==> config.mk <==
export PLATFORM = sky130hd
export DESIGN_NAME = capture_pwm_timebase_select
export DESIGN_NICKNAME = d
export VERILOG_FILES = /design/src/logic/timebase_select_pkg.sv /design/src/logic/timebase_route.sv /design/src/logic/capture_pwm_timebase_select.sv
export SDC_FILE = /design/constraint.sdc
export NUM_CORES = 1
export LEC_CHECK = 0
export ABC_AREA = 1
export BUFFER_PORTS_ARGS = -buffer_cell sky130_fd_sc_hd__buf_2
export CORE_UTILIZATION = 48
export DETAILED_ROUTE_END_ITERATION = 7
export HOLD_SLACK_MARGIN = 0.12
export PLACE_DENSITY = 0.82
export SLEW_MARGIN = 5
export SYNTH_ARGS = -nofsm -noshare
export SYNTH_HDL_FRONTEND = slang
export SYNTH_SLANG_ARGS = --single-unit
==> constraint.sdc <==
create_clock -name clk -period 2.47 [get_ports clk]
set_clock_uncertainty 0.2 [all_clocks]
set_input_delay 0.3705 -clock clk [delete_from_list [all_inputs] [get_ports clk]]
set_output_delay 0.3705 -clock clk [all_outputs]
set_load 0.05 [all_outputs]
==> src/logic/timebase_select_pkg.sv <==
// constants shared by the timebase selection block
package timebase_select_pkg;
   // register byte offsets on the AXI4-Lite bus
   localparam logic [3:0] OFFSET_SELECT_FIRST = 4'h0;
   localparam logic [3:0] OFFSET_SELECT_SECOND = 4'h4;
   localparam logic [3:0] OFFSET_MODE_BASE = 4'h8;
   // field positions, low bit of each two-bit field
   localparam int FIELD_UNIT_ONE = 0;
   localparam int FIELD_UNIT_TWO = 2;
   localparam int FIELD_UNIT_THREE = 4;
   localparam int FIELD_UNIT_FOUR = 6;
   localparam int FIELD_UNIT_FIVE = 0;
   localparam int FIELD_PWM_SIX = 2;
   localparam int FIELD_PWM_SEVEN = 4;
   // reset values: every field loads 01
   localparam logic [7:0] RESET_SELECT_FIRST = 8'h55;
   localparam logic [7:0] RESET_SELECT_SECOND = 8'h15;
   // implemented bits of the second register
   localparam logic [7:0] MASK_SELECT_SECOND = 8'h3F;
   // selection codes
   localparam logic [1:0] CHOICE_RESERVED = 2'h0;
   localparam logic [1:0] CHOICE_PAIR_ONE = 2'h1;
   localparam logic [1:0] CHOICE_PAIR_TWO = 2'h2;
   localparam logic [1:0] CHOICE_PAIR_THREE = 2'h3;
   // unit mode codes
   localparam logic [3:0] MODE_OFF = 4'h0;
   localparam logic [3:0] MODE_PWM = 4'hF;
   localparam logic [3:0] MODE_CAPTURE_LOW = 4'h3;
   localparam logic [3:0] MODE_CAPTURE_HIGH = 4'h7;
   localparam logic [3:0] MODE_COMPARE_A = 4'h1;
   localparam logic [3:0] MODE_COMPARE_B = 4'h2;
   localparam logic [3:0] MODE_COMPARE_LOW = 4'h8;
   localparam logic [3:0] MODE_COMPARE_HIGH = 4'hB;
   // timer numbering on the three-bit timer outputs, zero for none
   localparam int TIMER_COUNT = 6;
   localparam logic [2:0] TIMER_NONE = 3'h0;
   // AXI responses
   localparam logic [1:0] RESP_OKAY = 2'h0;
   localparam logic [1:0] RESP_SLVERR = 2'h2;
   // unit counts
   localparam int CAPTURE_UNITS = 5;
   localparam int PULSE_UNITS = 2;
endpackage : timebase_select_pkg

==> src/logic/timebase_route.sv <==
// decode of one unit's selection field and mode into a timer number
`timescale 1ns/1ps
module timebase_route (
   // configuration
   input wire logic [1:0] choice,
   input wire logic [3:0] mode,
   input wire logic pulseOnly,
   // result: timer number 1..6, zero for none
   output logic [2:0] timerNumber,
   output logic timerValid
);
   // classification of the mode field
   wire logic isPwm;
   wire logic isCapture;
   wire logic isCompare;
   wire logic useEven;
   wire logic [2:0] oddTimer;
   // pulse-only units always run the pwm timer and ignore mode
   assign isPwm = pulseOnly | (mode == timebase_select_pkg::MODE_PWM);
   assign isCapture = (mode >= timebase_select_pkg::MODE_CAPTURE_LOW)
      && (mode <= timebase_select_pkg::MODE_CAPTURE_HIGH);
   assign isCompare = (mode == timebase_select_pkg::MODE_COMPARE_A)
      || (mode == timebase_select_pkg::MODE_COMPARE_B)
      || ((mode >= timebase_select_pkg::MODE_COMPARE_LOW)
      && (mode <= timebase_select_pkg::MODE_COMPARE_HIGH));
   assign useEven = isPwm;
   // odd timer of the pair: 01->1, 10->3, 11->5
   assign oddTimer = {choice, 1'b0} - 3'h1;
   // reserved choice, off or reserved mode selects nothing
   assign timerValid = (choice != timebase_select_pkg::CHOICE_RESERVED)
      && (isPwm || isCapture || isCompare);
   assign timerNumber = !timerValid ? timebase_select_pkg::TIMER_NONE
      : (useEven ? oddTimer + 3'h1 : oddTimer);
endmodule : timebase_route

==> src/logic/capture_pwm_timebase_select.sv <==
// AXI4-Lite register block routing timers to capture and pulse units
`timescale 1ns/1ps
// How it works
// - unit four field bits 7-6 picks pair
// - unit three field bits 5-4 picks pair
// - unit two field bits 3-2 picks pair
// - unit one field bits 1-0 picks pair
// - odd timer for capture/compare, even for pwm
// - every field resets to 01
// - pulse six field bits 3-2 picks timer
// - second register bits 7-6 read zero
// - mode field selects which pair timer used
module capture_pwm_timebase_select #(
   parameter int ADDR_WIDTH = 4
) (
   // clock and reset
   input wire logic clk,
   input wire logic resetn,
   // AXI4-Lite write address
   input wire logic [ADDR_WIDTH-1:0] awaddr,
   input wire logic awvalid,
   output logic awready,
   // AXI4-Lite write data
   input wire logic [31:0] wdata,
   input wire logic [3:0] wstrb,
   input wire logic wvalid,
   output logic wready,
   // AXI4-Lite write response
   output logic [1:0] bresp,
   output logic bvalid,
   input wire logic bready,
   // AXI4-Lite read address
   input wire logic [ADDR_WIDTH-1:0] araddr,
   input wire logic arvalid,
   output logic arready,
   // AXI4-Lite read data
   output logic [31:0] rdata,
   output logic [1:0] rresp,
   output logic rvalid,
   input wire logic rready,
   // unit mode fields, packed four bits per capture unit
   input wire logic [19:0] unitModes,
   // timer number feeding each unit, three bits each, zero for none
   output logic [14:0] captureTimer,
   output logic [5:0] pulseTimer
);
   // selection registers
   logic [7:0] unitTimerSelectFirst;
   logic [7:0] unitTimerSelectSecond;
   // captured write address and data
   logic [ADDR_WIDTH-1:0] writeAddr;
   logic writeAddrHeld;
   logic [31:0] writeData;
   logic [3:0] writeStrb;
   logic writeDataHeld;
   // named field views
   wire logic [1:0] unit_one_timer_choice;
   wire logic [1:0] unit_two_timer_choice;
   wire logic [1:0] unit_three_timer_choice;
   wire logic [1:0] unit_four_timer_choice;
   wire logic [1:0] unit_five_timer_choice;
   wire logic [1:0] pwm_six_timer_choice;
   wire logic [1:0] pwm_seven_timer_choice;
   wire logic [9:0] captureChoices;
   wire logic [3:0] pulseChoices;
   assign unit_one_timer_choice = unitTimerSelectFirst[timebase_select_pkg::FIELD_UNIT_ONE +: 2];
   assign unit_two_timer_choice = unitTimerSelectFirst[timebase_select_pkg::FIELD_UNIT_TWO +: 2];
   assign unit_three_timer_choice = unitTimerSelectFirst[timebase_select_pkg::FIELD_UNIT_THREE +: 2];
   assign unit_four_timer_choice = unitTimerSelectFirst[timebase_select_pkg::FIELD_UNIT_FOUR +: 2];
   assign unit_five_timer_choice = unitTimerSelectSecond[timebase_select_pkg::FIELD_UNIT_FIVE +: 2];
   assign pwm_six_timer_choice = unitTimerSelectSecond[timebase_select_pkg::FIELD_PWM_SIX +: 2];
   assign pwm_seven_timer_choice = unitTimerSelectSecond[timebase_select_pkg::FIELD_PWM_SEVEN +: 2];
   assign captureChoices = {unit_five_timer_choice, unit_four_timer_choice, unit_three_timer_choice,
      unit_two_timer_choice, unit_one_timer_choice};
   assign pulseChoices = {pwm_seven_timer_choice, pwm_six_timer_choice};

   // address decode, a function because reads and writes share it
   function automatic logic [1:0] decode_reg(input logic [ADDR_WIDTH-1:0] addr);
      decode_reg = 2'h0;
      if (addr == timebase_select_pkg::OFFSET_SELECT_FIRST[ADDR_WIDTH-1:0]) begin
         decode_reg = 2'h1;
      end else if (addr == timebase_select_pkg::OFFSET_SELECT_SECOND[ADDR_WIDTH-1:0]) begin
         decode_reg = 2'h2;
      end
   endfunction : decode_reg

   // write path: address and data taken in either order, response after both
   wire logic writeFire;
   wire logic [1:0] writeHit;
   wire logic writeLane;
   wire logic [7:0] writeByte;
   assign awready = !writeAddrHeld && !bvalid;
   assign wready = !writeDataHeld && !bvalid;
   assign writeFire = writeAddrHeld && writeDataHeld && !bvalid;
   assign writeHit = decode_reg(writeAddr);
   assign writeLane = writeStrb[0];
   assign writeByte = writeData[7:0];

   // hold write address
   always_ff @(posedge clk or negedge resetn) begin
      if (!resetn) begin
         writeAddr <= '0;
         writeAddrHeld <= 1'b0;
      end else if (awvalid && awready) begin
         writeAddr <= awaddr;
         writeAddrHeld <= 1'b1;
      end else if (writeFire) begin
         writeAddrHeld <= 1'b0;
      end
   end

   // hold write data and strobes
   always_ff @(posedge clk or negedge resetn) begin
      if (!resetn) begin
         writeData <= '0;
         writeStrb <= '0;
         writeDataHeld <= 1'b0;
      end else if (wvalid && wready) begin
         writeData <= wdata;
         writeStrb <= wstrb;
         writeDataHeld <= 1'b1;
      end else if (writeFire) begin
         writeDataHeld <= 1'b0;
      end
   end

   // selection registers; a write with byte lane 0 off leaves them alone
   always_ff @(posedge clk or negedge resetn) begin
      if (!resetn) begin
         unitTimerSelectFirst <= timebase_select_pkg::RESET_SELECT_FIRST;
         unitTimerSelectSecond <= timebase_select_pkg::RESET_SELECT_SECOND;
      end else if (writeFire && writeLane) begin
         if (writeHit == 2'h1) begin
            unitTimerSelectFirst <= writeByte;
         end
         if (writeHit == 2'h2) begin
            // top two bits are not stored at all
            unitTimerSelectSecond <= writeByte & timebase_select_pkg::MASK_SELECT_SECOND;
         end
      end
   end

   // write response; unmapped addresses get SLVERR
   always_ff @(posedge clk or negedge resetn) begin
      if (!resetn) begin
         bvalid <= 1'b0;
         bresp <= timebase_select_pkg::RESP_OKAY;
      end else if (writeFire) begin
         bvalid <= 1'b1;
         bresp <= (writeHit == 2'h0) ? timebase_select_pkg::RESP_SLVERR : timebase_select_pkg::RESP_OKAY;
      end else if (bready) begin
         bvalid <= 1'b0;
      end
   end

   // read path: one cycle from address to data
   wire logic [1:0] readHit;
   wire logic [31:0] readValue;
   assign arready = !rvalid;
   assign readHit = decode_reg(araddr);
   assign readValue = (readHit == 2'h1) ? {24'h000000, unitTimerSelectFirst}
      : (readHit == 2'h2) ? {24'h000000, unitTimerSelectSecond & timebase_select_pkg::MASK_SELECT_SECOND}
      : 32'h00000000;

   // read data register
   always_ff @(posedge clk or negedge resetn) begin
      if (!resetn) begin
         rvalid <= 1'b0;
         rdata <= 32'h00000000;
         rresp <= timebase_select_pkg::RESP_OKAY;
      end else if (arvalid && arready) begin
         rvalid <= 1'b1;
         rdata <= readValue;
         rresp <= (readHit == 2'h0) ? timebase_select_pkg::RESP_SLVERR : timebase_select_pkg::RESP_OKAY;
      end else if (rready) begin
         rvalid <= 1'b0;
      end
   end

   // per-unit routing, combinational decode registered onto outputs
   wire logic [14:0] next_captureTimer;
   wire logic [5:0] next_pulseTimer;
   genvar g;
   generate
      for (g = 0; g < timebase_select_pkg::CAPTURE_UNITS; g++) begin : gen_capture
         timebase_route u_route (
            .choice(captureChoices[2*g +: 2]),
            .mode(unitModes[4*g +: 4]),
            .pulseOnly(1'b0),
            .timerNumber(next_captureTimer[3*g +: 3]),
            .timerValid()
         );
      end
      for (g = 0; g < timebase_select_pkg::PULSE_UNITS; g++) begin : gen_pulse
         timebase_route u_route (
            .choice(pulseChoices[2*g +: 2]),
            .mode(timebase_select_pkg::MODE_PWM),
            .pulseOnly(1'b1),
            .timerNumber(next_pulseTimer[3*g +: 3]),
            .timerValid()
         );
      end
   endgenerate

   // outputs from flip-flops, one cycle after config or mode changes
   always_ff @(posedge clk or negedge resetn) begin
      if (!resetn) begin
         captureTimer <= '0;
         pulseTimer <= '0;
      end else begin
         captureTimer <= next_captureTimer;
         pulseTimer <= next_pulseTimer;
      end
   end
endmodule : capture_pwm_timebase_select

; Yosys cells after proc, flatten, opt, wreduce, memory -nomap -nowiden
; Index checks and enable logic that the tools add are counted.
[word_totals]
register_bits = 88
inputBits = 71
output_inout_bits = 62
wordCells = 160
[classes]
add_sub_neg = 14
n_lt_le_gt_ge = 20
eq_ne = 21
mux = 27
n_reduce_logical = 64
[ops]
columns = op, n
row1 = 3-bit 2-to-1 mux, 12
row2 = 1-bit logical AND, 23
row3 = 2-bit nonzero test, 11
row4 = 3-bit by 1-bit adder with 3-bit output (second input constant), 7
row5 = 3-bit by 1-bit subtractor with 3-bit output (second input constant), 7
row6 = 4-bit by 1-bit == test with 1-bit output (second input constant), 5
row7 = 4-bit by 2-bit == test with 1-bit output (second input constant), 5
row8 = 4-bit == test (second input constant), 5
row9 = 4-bit by 2-bit >= comparator with 1-bit output (second input constant), 5
row10 = 4-bit >= comparator (second input constant), 5
row11 = 4-bit by 3-bit <= comparator with 1-bit output (second input constant), 5
row12 = 4-bit <= comparator (second input constant), 5
row13 = 1-bit logical OR, 20
row14 = 2-bit 2-to-1 mux, 6
row15 = 4-bit by 3-bit == test with 1-bit output (second input constant), 2
row16 = 4-bit zero test, 2
row17 = 8-bit 2-to-1 mux, 1
row18 = 1-bit 2-to-1 mux, 7
row19 = 6-bit 2-to-1 mux, 1
row20 = 2-bit by 1-bit == test with 1-bit output (second input constant), 2
row21 = 2-bit == test (second input constant), 2
row22 = 1-bit zero test, 4
row23 = 2-bit zero test, 2
row24 = 2-bit AND reduction, 2

; Longest topological paths before layout
; Gate-level depths: netlist of the first run.
[depth]
ltp_word = 6
mapped_depth = 8
depth_no_buf = 8

; Modules after synthesis
; Synthesis of the first run repeated with hierarchy kept, for this count alone.
[hier_totals]
cells_unflattened = 473
hier_area_um2 = 3545.9
[modules_own_cells]
columns = mod, instances, cells_each, area_each_um2, seq_area_each_um2
row1 = capture_pwm_timebase_select, 1, 256, 2512.4, 1560.2
row2 = timebase_route, 7, 31, 147.6, 0.0

; Worst setup path before layout of the first run
; No wires, ideal clock.
[synth_timing]
path_kind = flip-flop to flip-flop
start = reg bvalid
end = reg writeAddr[0]
setup_time_ns = 0.129
t_arrival_ns = 1.909
required_ns = 2.141
setup_slack_ns = 0.232
stages_incl_launch_ff = 5
path_buffers = 0
synth_period_minus_slack_ns = 2.238
cell_sequence = dfrtp_1 -> nor2_1 -> nand2_1 -> nor2_1 -> a21oi_1
[synth_via]
elab_chain_cells = 3
[synth_rtl]
columns = item, line_no
row1 = from (decl), capture_pwm_timebase_select.sv:30  ; output logic bvalid,
row2 = from (signal assigned), capture_pwm_timebase_select.sv:146  ; bvalid <= 1'b0;
row3 = from (signal assigned), capture_pwm_timebase_select.sv:149  ; bvalid <= 1'b1;
row4 = from (signal assigned), capture_pwm_timebase_select.sv:152  ; bvalid <= 1'b0;
row5 = 1-bit zero test, capture_pwm_timebase_select.sv:92  ; assign awready = !writeAddrHeld && !bvalid;
row6 = 1-bit logical AND, capture_pwm_timebase_select.sv:92
row7 = via awready, capture_pwm_timebase_select.sv:22  ; output logic awready,
row8 = 1-bit logical AND, capture_pwm_timebase_select.sv:104  ; end else if (awvalid && awready) begin
row9 = to (signal assigned), capture_pwm_timebase_select.sv:105  ; writeAddr <= awaddr;
row10 = to (decl), capture_pwm_timebase_select.sv:51  ; logic [ADDR_WIDTH-1:0] writeAddr;
; The timed path passes the listed nets, and every way through them passes these cells.
; A chain may end at the register's enable or synchronous reset.

; Worst setup path in the final report of the first run
[layout_timing]
start = reg bvalid
end = out wready
[layout_via]
elab_chain_cells = 2
[layout_rtl]
columns = item, line_no
row1 = 1-bit zero test, capture_pwm_timebase_select.sv:93  ; assign wready = !writeDataHeld && !bvalid;
row2 = 1-bit logical AND, capture_pwm_timebase_select.sv:93
row3 = to (decl), capture_pwm_timebase_select.sv:27  ; output logic wready,
; Every way passes these cells.

==> flow_metrics.env, run 1 <==
export IMPL_ir_drop_uv=579
export IMPL_drv_cap=0
export IMPL_coreArea_um2=5990
export IMPL_fp_dieH_um=81.1
export IMPL_io_buffers=77
export IMPL_synthCells=376
export IMPL_cpMaxStageDelayCell="dfrtp_1"
export IMPL_placedCellCount=519
export IMPL_die_x_um=81.1
export IMPL_cts_buffers=9
export IMPL_ys_seq_area_share_pct=50.2
export IMPL_grt_max_degree=61
export IMPL_p_per_area_nw_per_um2=1060
export IMPL_ys_types=23
export IMPL_finalCritPeriodShare_pct=75.5
export IMPL_syn_area_per_cell_um2=8.00
export IMPL_dp_slack_ns=0.799
export IMPL_slew_violations=0
export IMPL_max_slew_margin_pct=51.5
export IMPL_ys_ff_latch=60
export IMPL_utilization_pct=61.5
export IMPL_cp_buffers_inverters=1
export IMPL_initial_utilization_pct=50.2
export IMPL_track_usage_pct=20.0
export IMPL_cts_resized_gates=0
export IMPL_cts_tree="done"
export IMPL_synthArstFlopShare_pct=100
export IMPL_crit_required_ns=1.90
export IMPL_nNetsFinal=547
export IMPL_worstHoldPathType="input port to flip-flop"
export IMPL_synth_top_cells_by_area="dfrtp_1 (44%), nand2_1 (17%), buf_4 (7.0%)"
export IMPL_holdWs_ns=0.148
export IMPL_drc=0
export IMPL_crit_family="flip-flops"
export IMPL_cp_max_fo=10
export IMPL_crit_chain="nor2_4, buf_2"
export IMPL_io_pins=133
export IMPL_drt_total_wl_um=5920
export IMPL_post_cts_buffers=0
export IMPL_crit_path_max_incr_delay_ns=0.44
export IMPL_final_area_um2=3690
export IMPL_worstSetupStartpointType="flip-flop"
export IMPL_synth_edf_count=0
export IMPL_tightest_slew_ns=0.728
export IMPL_synth_main_ff_cell="dfrtp_1"
export IMPL_final_setup_tns_ns=0
export IMPL_n_fill_cell=540
export IMPL_critPathKind="flip-flop to output port"
export IMPL_vias=2587
export IMPL_gp_congestion=0.781
export IMPL_clockRootBuffer="clkbuf_8"
export IMPL_yosysTopAreaCell="dfrtp_1"
export IMPL_drive_above_1_share_pct=22.7
export IMPL_post_route_min_period_ns=1.86
export IMPL_total_power_mw=3.91
export IMPL_wl_per_cell_um=10.8
export IMPL_drtIter0Drc=116
export IMPL_vias_per_cell=4.70
export IMPL_setup_viol=0
export IMPL_clkSinkCount=60
export IMPL_rsz0062_at_grt="false"
export IMPL_yosysWarningCount=0
export IMPL_dieArea_um2=6580
export IMPL_num_antenna_cells=0
export IMPL_synth_top_area_share_pct=44.1
export IMPL_finalHoldViolCount=0
export IMPL_clock_path_buffers=2
export IMPL_cp_data_arrival_time_ns=1.29
export IMPL_place_detailed_hpwl_um=4260
export IMPL_cts_hold_buf=16
export IMPL_clk_pin_slew_worst_paths_ns=0.06
export IMPL_rows=28
export IMPL_final_cells=550
export IMPL_p_leak_nw=2.08
export IMPL_synth_area_um2=3010
export IMPL_antenna_found_initial=0
export IMPL_first_pass_iters=4
export IMPL_layout_setup_ws_ns=0.606
export IMPL_htree_levels=3
export IMPL_worstSetupEndpointType="output port"
export IMPL_place_area_um2=3340
export IMPL_detail_route_antenna_nets=0
export IMPL_overflow=0
export IMPL_area_delta_synth_final_pct=22.6
export IMPL_clock_latency_ns=0.33
export IMPL_fmax_mhz=537
export IMPL_grt_pass1_wl_um=9970
export IMPL_status="completed"
export IMPL_first_global_vias=2435
tightest hold or removal path, stage by stage:
cell     delay [ns]
buf_2          0.09
nor3_1         0.05
o21ai_0        0.13
final timing paths:
kind,to,start,slack [ns],depth (start not counted)
worst max-delay path,wready,bvalid$_DFFE_PN0P_,0.61,2
worst min-delay path,rresp[1]$_DFFE_PN0P_,araddr[1],0.15,3
worst max register to register,captureTimer[11]$_DFF_PN0_,unitTimerSelectFirst[6]$_DFFE_PN1P_,0.81,8
worst min register to register,pulseTimer[1]$_DFF_PN0_,unitTimerSelectSecond[2]$_DFFE_PN1P_,0.21,0
max in group asynchronous,rdata[6]$_DFFE_PN0P_,resetn,1.07,3
min in group asynchronous,captureTimer[1]$_DFF_PN0_,resetn,0.53,3
report_power, final:
group          switching, mW  total (mW)  leakage [nW]  internal, mW
Clock                  0.348       0.815        0.0986         0.467
Combinational           1.18        1.58          1.21         0.404
Sequential             0.197        1.51         0.768          1.31
Total                   1.72        3.91          2.08          2.18
cells in the final DEF, fill, tap and decap left out, drive strengths merged:
master,count
clkinv,1
nor2,45
o21ai,16
nand3,40
dfrtp,53
clkbuf,14
dfstp,7
ha,5
nand3b,5
dlygate4sd3,16
buf,78
inv,25
conb,28
nor3,1
nand2,136
a21oi,5
final cells by class:
cell class / instances / area [um2] / area share [%]
flip-flops and latches: 60 / 1510 / 41.0
multi-input cells: 281 / 1250 / 33.9
repair buffers: 94 / 553 / 15.0
clock buffers: 14 / 183 / 4.95
inverters: 25 / 93.8 / 2.54
well taps: 75 / 93.8 / 2.54
clock inverters: 1 / 5.00 / 0.136
cell families after synthesis:
group	after synthesis	synth area share [%]
DFF	60	50.2
AOI/OAI and AO/OA	21	3.50
adders and majority gates	5	2.08
buffers and inverters	62	11.6
other	1	0.125
and+or+nand+nor	227	32.5
synth_stat cells, types with 3 or more instances:
| cell | number |
|---|---|
| inv_1 | 24 |
| o21ai_0 | 14 |
| nand2_1 | 134 |
| dfstp_2 | 7 |
| nor2_1 | 40 |
| buf_4 | 28 |
| clkbuf_1 | 5 |
| a21oi_1 | 5 |
| nand3b_1 | 5 |
| buf_2 | 3 |
| dfrtp_1 | 53 |
| nand3_1 | 39 |
| ha_1 | 5 |
flip-flops by register name, summed over array words and instances, names as in the netlist, 4 cells and up:
register / flops
writeAddr: 4
unitTimerSelectFirst: 8
captureTimer: 15
pulseTimer: 4
writeData: 8
rdata: 8
unitTimerSelectSecond: 6
routing by layer:
layer / vias up / GRT usage, % / wire, um
li1: 1311 / - / -
met5: - / 0 / 0
met2: 96 / 34.5 / 2870
met1: 1169 / 23.7 / 2560
met4: 0 / 9.11 / 117
met3: 11 / 4.38 / 376
Power figures use the tool's default switching activity.
==> run 2, diff against run 1 <==
--- a/config.mk
+++ b/config.mk
@@ -5,12 +5,12 @@
 export SDC_FILE = /design/constraint.sdc
 export NUM_CORES = 1
 export LEC_CHECK = 0
-export ABC_AREA = 1
+export ABC_AREA = 0
 export BUFFER_PORTS_ARGS = -buffer_cell sky130_fd_sc_hd__buf_2
-export CORE_UTILIZATION = 48
+export CORE_UTILIZATION = 47
 export DETAILED_ROUTE_END_ITERATION = 7
 export HOLD_SLACK_MARGIN = 0.12
-export PLACE_DENSITY = 0.82
+export PLACE_DENSITY = 0.81
 export SLEW_MARGIN = 5
 export SYNTH_ARGS = -nofsm -noshare
 export SYNTH_HDL_FRONTEND = slang
==> constraint.sdc (replaced) <==
create_clock -name clk -period 1.8 [get_ports clk]
set_clock_uncertainty 0.2 [all_clocks]
set_input_delay 0.27 -clock clk [delete_from_list [all_inputs] [get_ports clk]]
set_output_delay 0.27 -clock clk [all_outputs]
set_load 0.05 [all_outputs]
==> flow_metrics.env, run 2 <==
export IMPL_status="finished, violations left"
export IMPL_violations="setup timing"
export IMPL_io_buffers=77
export IMPL_setup_viol=14
export IMPL_track_usage_pct=21.2
export IMPL_placedCellCount=419
export IMPL_detail_route_antenna_nets=0
export IMPL_p_per_area_nw_per_um2=1470
export IMPL_critPathKind="flip-flop to flip-flop"
export IMPL_slew_violations=0
export IMPL_vias=2312
export IMPL_cp_max_fo=8
export IMPL_regMostFlops="captureTimer"
export IMPL_dieArea_um2=6570
export IMPL_fp_dieH_um=81.1
export IMPL_syn_area_per_cell_um2=11.2
export IMPL_crit_family="simple AND/OR/NAND/NOR gates"
export IMPL_num_antenna_cells=0
export IMPL_cts_buffers=9
export IMPL_wl_per_cell_um=13.4
export IMPL_drtIter0Drc=102
export IMPL_area_delta_synth_final_pct=36.3
export IMPL_layout_setup_ws_ns=-0.239
export IMPL_place_detailed_hpwl_um=4060
export IMPL_synth_compound_area_share_pct=9.83
export IMPL_antenna_found_initial=0
export IMPL_synthArstFlopShare_pct=100
export IMPL_finalHoldViolCount=0
export IMPL_htree_levels=3
export IMPL_synth_most_common_cell="dfrtp_1"
export IMPL_cpMaxStageDelayCell="or4b_4"
export IMPL_vias_per_cell=4.89
export IMPL_post_route_min_period_ns=2.04
export IMPL_ys_ff_latch=60
export IMPL_first_global_vias=2267
export IMPL_drc=0
export IMPL_grt_pass1_wl_um=10200
export IMPL_ys_types=33
export IMPL_utilization_pct=66.9
export IMPL_synthAdderAreaFrac_pct=2.13
export IMPL_clkSinkCount=60
export IMPL_n_fill_cell=454
export IMPL_gp_congestion=0.803
export IMPL_clk_pin_slew_worst_paths_ns=0.06
export IMPL_ir_drop_uv=1290
export IMPL_place_area_um2=3430
export IMPL_crit_required_ns=1.82
export IMPL_drt_total_wl_um=6320
export IMPL_crit_chain="or4b_4, or3_4, mux2_4"
export IMPL_holdWs_ns=0.155
export IMPL_die_x_um=81.1
export IMPL_worstSetupEndpointType="flip-flop"
export IMPL_coreArea_um2=5990
export IMPL_crit_path_max_incr_delay_ns=0.54
export IMPL_synth_area_um2=2940
export IMPL_cts_tree="done"
export IMPL_layout_common_cells="buf_2 (77), dfrtp_1 (52), dlygate4sd3_1 (38)"
export IMPL_cp_buffers_inverters=0
export IMPL_cp_data_arrival_time_ns=2.06
export IMPL_grt_max_degree=61
export IMPL_finalCritPeriodShare_pct=113
export IMPL_ys_seq_area_share_pct=51.4
export IMPL_synth_main_ff_cell="dfrtp_1"
export IMPL_io_pins=133
export IMPL_yosysWarningCount=0
export IMPL_initial_utilization_pct=49.1
export IMPL_p_leak_nw=2.01
export IMPL_rsz0062_at_grt="true"
export IMPL_synth_edf_count=0
export IMPL_layout_commonest_cell="buf_2"
export IMPL_synthTopCellsByCount="dfrtp_1 (53), buf_4 (28), nand2_1 (22), mux2_2 (20)"
export IMPL_largest_register_ffs=15
export IMPL_synth_xor_area_share_pct=0
export IMPL_first_pass_iters=4
export IMPL_rows=28
export IMPL_total_power_mw=5.91
export IMPL_clock_latency_ns=0.33
export IMPL_synth_mux_area_share_pct=13.8
export IMPL_synth_top_area_share_pct=45.1
export IMPL_clockRootBuffer="clkbuf_8"
export IMPL_drv_cap=0
export IMPL_nNetsFinal=469
export IMPL_synthCells=263
export IMPL_overflow=0
export IMPL_worstHoldPathType="input port to flip-flop"
export IMPL_synth_simple_area_share_pct=12.4
export IMPL_yosysTopAreaCell="dfrtp_1"
export IMPL_fmax_mhz=490
export IMPL_final_area_um2=4010
export IMPL_worstSetupStartpointType="flip-flop"
export IMPL_synth_top_family_by_area="multiplexers"
export IMPL_drive_above_1_share_pct=36.7
export IMPL_final_cells=473
export IMPL_clock_path_buffers=2
export IMPL_synth_top_cells_by_area="dfrtp_1 (45%), mux2_2 (7.7%), buf_4 (7.2%)"
==> run 2: changes by cell type in the layout (fill, tap and decap cells not counted), moves of 12 or more <==
cell           before  now
mux2_4              0   22
nand3_1            39    4
nand2_1           134   22
nor2_1             40    6
dlygate4sd3_1      16   38
buf_4               1   13
==> run 2: report_power, final <==
group,internal [mW],switching [mW]
Sequential,1.86,0.280
Clock,0.494,0.480
Combinational,1.11,1.68
Total,3.46,2.44
==> run 2: kinds of logic after synthesis <==
kind of cell	after synthesis
AND/OR/NAND/NOR	67
flip-flops	60
multiplexers	34
AO/OA/AOI/OAI	45
buffers and inverters	51
adder cells (fa/ha/maj)	5
other	1
==> run 2: stage by stage <==
stage                     worst slack (ns)  setup TNS, ns
after floorplan                     -0.225          -2.58
after global placement              -0.253          -2.83
after detailed placement            -0.290          -3.23
after CTS                           -0.269          -3.09
after global routing                -0.268          -3.30
final                               -0.239          -2.83
==> run 2: per-layer routing <==
layer / wire length [um] / vias to the layer above / GRT usage [%]
met3: 339 / 9 / 7.75
met2: 3220 / 89 / 37.1
met1: 2700 / 1086 / 24.2
met4: 59 / 0 / 6.07
met5: 0 / - / 0
li1: - / 1128 / -
==> run 2: tightest hold or removal path: stages <==
cell and delay [ns]:
buf_2 0.11, nor4_1 0.06, nor3b_1 0.19
==> run 2: worst paths after layout <==
kind                                                      start                              endpoint  slack [ns]  depth (start not counted)
min                                                unitModes[8]             captureTimer[6]$_DFF_PN0_        0.15                          3
min reg2reg                unitTimerSelectSecond[3]$_DFFE_PN0P_               pulseTimer[2]$_DFF_PN0_        0.21                          0
max in group asynchronous                                resetn  unitTimerSelectSecond[4]$_DFFE_PN1P_        0.76                          3
max reg2reg                            writeAddr[1]$_DFFE_PN0P_   unitTimerSelectFirst[5]$_DFFE_PN0P_       -0.24                          3
min in group asynchronous                                resetn            captureTimer[12]$_DFF_PN0_        0.32                          3
max                                    writeAddr[1]$_DFFE_PN0P_   unitTimerSelectFirst[5]$_DFFE_PN0P_       -0.24                          3
==> run 2: final cells by class <==
| class | instances | area, um2 | area share (%) |
|---|---|---|---|
| sequential | 60 | 1510 | 37.7 |
| multi-input combinational | 179 | 1300 | 32.5 |
| timing repair buffer | 130 | 895 | 22.3 |
| clock buffer | 13 | 139 | 3.47 |
| tap | 75 | 93.8 | 2.34 |
| inverter | 13 | 48.8 | 1.22 |
| clock inverter | 3 | 15.0 | 0.375 |
==> run 2: timing repair <==
action | 4_1_cts | 5_1_grt
buffers inserted | 0 | 1
resized for setup | 8 | 3
setup endpoints to repair | 14 | 18
hold buffers | 38 | 0
hold endpoints to repair | 93 | 0
==> run 3, diff against run 2 <==
--- a/config.mk
+++ b/config.mk
@@ -11,6 +11,7 @@
 export DETAILED_ROUTE_END_ITERATION = 7
 export HOLD_SLACK_MARGIN = 0.12
 export PLACE_DENSITY = 0.81
+export SETUP_SLACK_MARGIN = 0.5
 export SLEW_MARGIN = 5
 export SYNTH_ARGS = -nofsm -noshare
 export SYNTH_HDL_FRONTEND = slang
==> flow_metrics.env, run 3 (same netlist as run 2, synthesis figures left out) <==
export IMPL_vias=2583
export IMPL_drt_total_wl_um=7550
export IMPL_worstSetupEndpointType="flip-flop"
export IMPL_crit_required_ns=1.81
export IMPL_drc=0
export IMPL_gp_congestion=0.784
export IMPL_first_pass_iters=4
export IMPL_rsz0062_at_grt="true"
export IMPL_num_antenna_cells=0
export IMPL_p_int_mw=4.69
export IMPL_setup_viol=14
export IMPL_utilization_pct=79.7
export IMPL_p_comb_share_pct=52.1
export IMPL_worstHoldPathType="input port to flip-flop"
export IMPL_overflow=0
export IMPL_grt_pass1_wl_um=11100
export IMPL_layout_setup_ws_ns=-0.244
export IMPL_largest_register_ffs=15
export IMPL_violations="setup timing"
export IMPL_drv_cap=0
export IMPL_p_switching_mw=2.82
export IMPL_drtIter0Drc=56
export IMPL_worstSetupStartpointType="flip-flop"
export IMPL_regMostFlops="captureTimer"
export IMPL_htree_levels=3
export IMPL_layout_common_cells="dfrtp_1 (51), buf_6 (47), buf_2 (43)"
export IMPL_clkSinkCount=60
export IMPL_dieArea_um2=6570
export IMPL_nNetsFinal=490
export IMPL_clk_pin_slew_worst_paths_ns=0.07
export IMPL_antenna_found_initial=0
export IMPL_vias_per_cell=5.23
export IMPL_first_global_vias=2447
export IMPL_dp_slack_ns=-0.277
export IMPL_status="finished, violations left"
export IMPL_detail_route_antenna_nets=0
export IMPL_fp_dieH_um=81.1
export IMPL_placedCellCount=414
export IMPL_post_route_min_period_ns=2.04
export IMPL_fmax_mhz=489
export IMPL_clockRootBuffer="clkbuf_8"
export IMPL_area_delta_synth_final_pct=62.5
export IMPL_seqPwrFrac_pct=29.3
export IMPL_final_cells=494
export IMPL_slew_violations=0
export IMPL_critPathKind="flip-flop to flip-flop"
export IMPL_initial_utilization_pct=49.1
export IMPL_cp_data_arrival_time_ns=2.05
export IMPL_p_per_area_nw_per_um2=1570
export IMPL_total_power_mw=7.51
export IMPL_io_pins=133
export IMPL_die_x_um=81.1
export IMPL_track_usage_pct=22.8
export IMPL_finalCritPeriodShare_pct=114
export IMPL_io_buffers=77
export IMPL_clock_latency_ns=0.33
export IMPL_finalHoldViolCount=0
export IMPL_p_leak_nw=2.31
export IMPL_cts_tree="done"
export IMPL_grt_max_degree=61
export IMPL_place_detailed_hpwl_um=4000
export IMPL_final_setup_tns_ns=-2.68
export IMPL_n_fill_cell=342
export IMPL_rows=28
export IMPL_coreArea_um2=5990
export IMPL_p_sw_share_pct=37.6
export IMPL_drive_above_1_share_pct=50.1
export IMPL_cts_buffers=9
export IMPL_pwr_share_clk_pct=18.6
export IMPL_wl_per_cell_um=15.3
export IMPL_cp_max_fo=8
export IMPL_ir_drop_uv=1150
export IMPL_clock_path_buffers=2
export IMPL_layout_commonest_cell="dfrtp_1"
run 3: changes by cell type in the layout (fill, tap and decap cells not counted), sizes merged:
cell / before / now
clkinv: 3 / 2
nand2b: 1 / 2
buf: 92 / 115
clkbuf: 13 / 12
and2: 1 / 2
dlygate4sd3: 38 / 31
bufinv: 0 / 2
dlymetal6s4s: 0 / 3
clkinvlp: 0 / 1
inv: 13 / 12
run 3: final cells by class:
type                       count  area, um2  area share, %
clock buffer                  12        165           3.46
clock inverter                 4       70.1           1.47
inverter                      13       52.6           1.10
multi-input combinational    181       1540           32.3
sequential                    60       1510           31.7
tap                           75       93.8           1.97
timing repair buffer         149       1340           28.1
run 3: routing by layer:
layer	track usage [%]	share of wire (%)
met4	8.93	1.8
met3	6.40	4.7
met5	0	0
met1	24.5	39
met2	41.8	54
run 3: stage by stage:
stage	instance area (um2)	hold WS (ns)
floorplan	3220	-0.226
global placement	3490	0.0911
detailed placement	3490	0.0992
CTS	4520	0.00950
global route	4770	0.0794
finish	4770	0.0597
run 3: timing repair:
item / in CTS / in global routing
pin swaps: 15 / 12
setup endpoints to repair: 72 / 81
endpoints found under the hold margin: 92 / 11
gates cloned: 2 / 0
resized for setup: 98 / 35
buffers inserted: 16 / 12
hold buffers: 32 / 4
run 3: path summary, 6_finish.rpt:
path	start	to	slack, ns	cells past startpoint
min in group asynchronous	resetn	captureTimer[12]$_DFF_PN0_	0.26	3
min reg2reg	unitTimerSelectSecond[3]$_DFFE_PN0P_	pulseTimer[2]$_DFF_PN0_	0.21	0
max	writeAddr[3]$_DFFE_PN0P_	unitTimerSelectFirst[5]$_DFFE_PN0P_	-0.24	4
max reg2reg	writeAddr[3]$_DFFE_PN0P_	unitTimerSelectFirst[5]$_DFFE_PN0P_	-0.24	4
min	araddr[3]	rdata[6]$_DFFE_PN0P_	0.06	4
max in group asynchronous	resetn	unitTimerSelectSecond[2]$_DFFE_PN1P_	0.81	3
run 3: worst max-delay path, stage by stage, from the launching register on:
cell and delay [ns]:
dfrtp_1 0.39, or4b_4 0.54, or3_1 0.33, buf_6 0.16, mux2_4 0.30
run 3: power groups by stage:
stage	clock network, mW	registers (mW)	logic, mW
3_3_place_gp	0	2.16	2.68
2_1_floorplan	0	2.86	1.49
4_1_cts	1.43	2.18	3.53
3_5_place_dp	0	2.19	2.76
6_report	1.40	2.20	3.91
5_1_grt	1.49	2.25	4.14
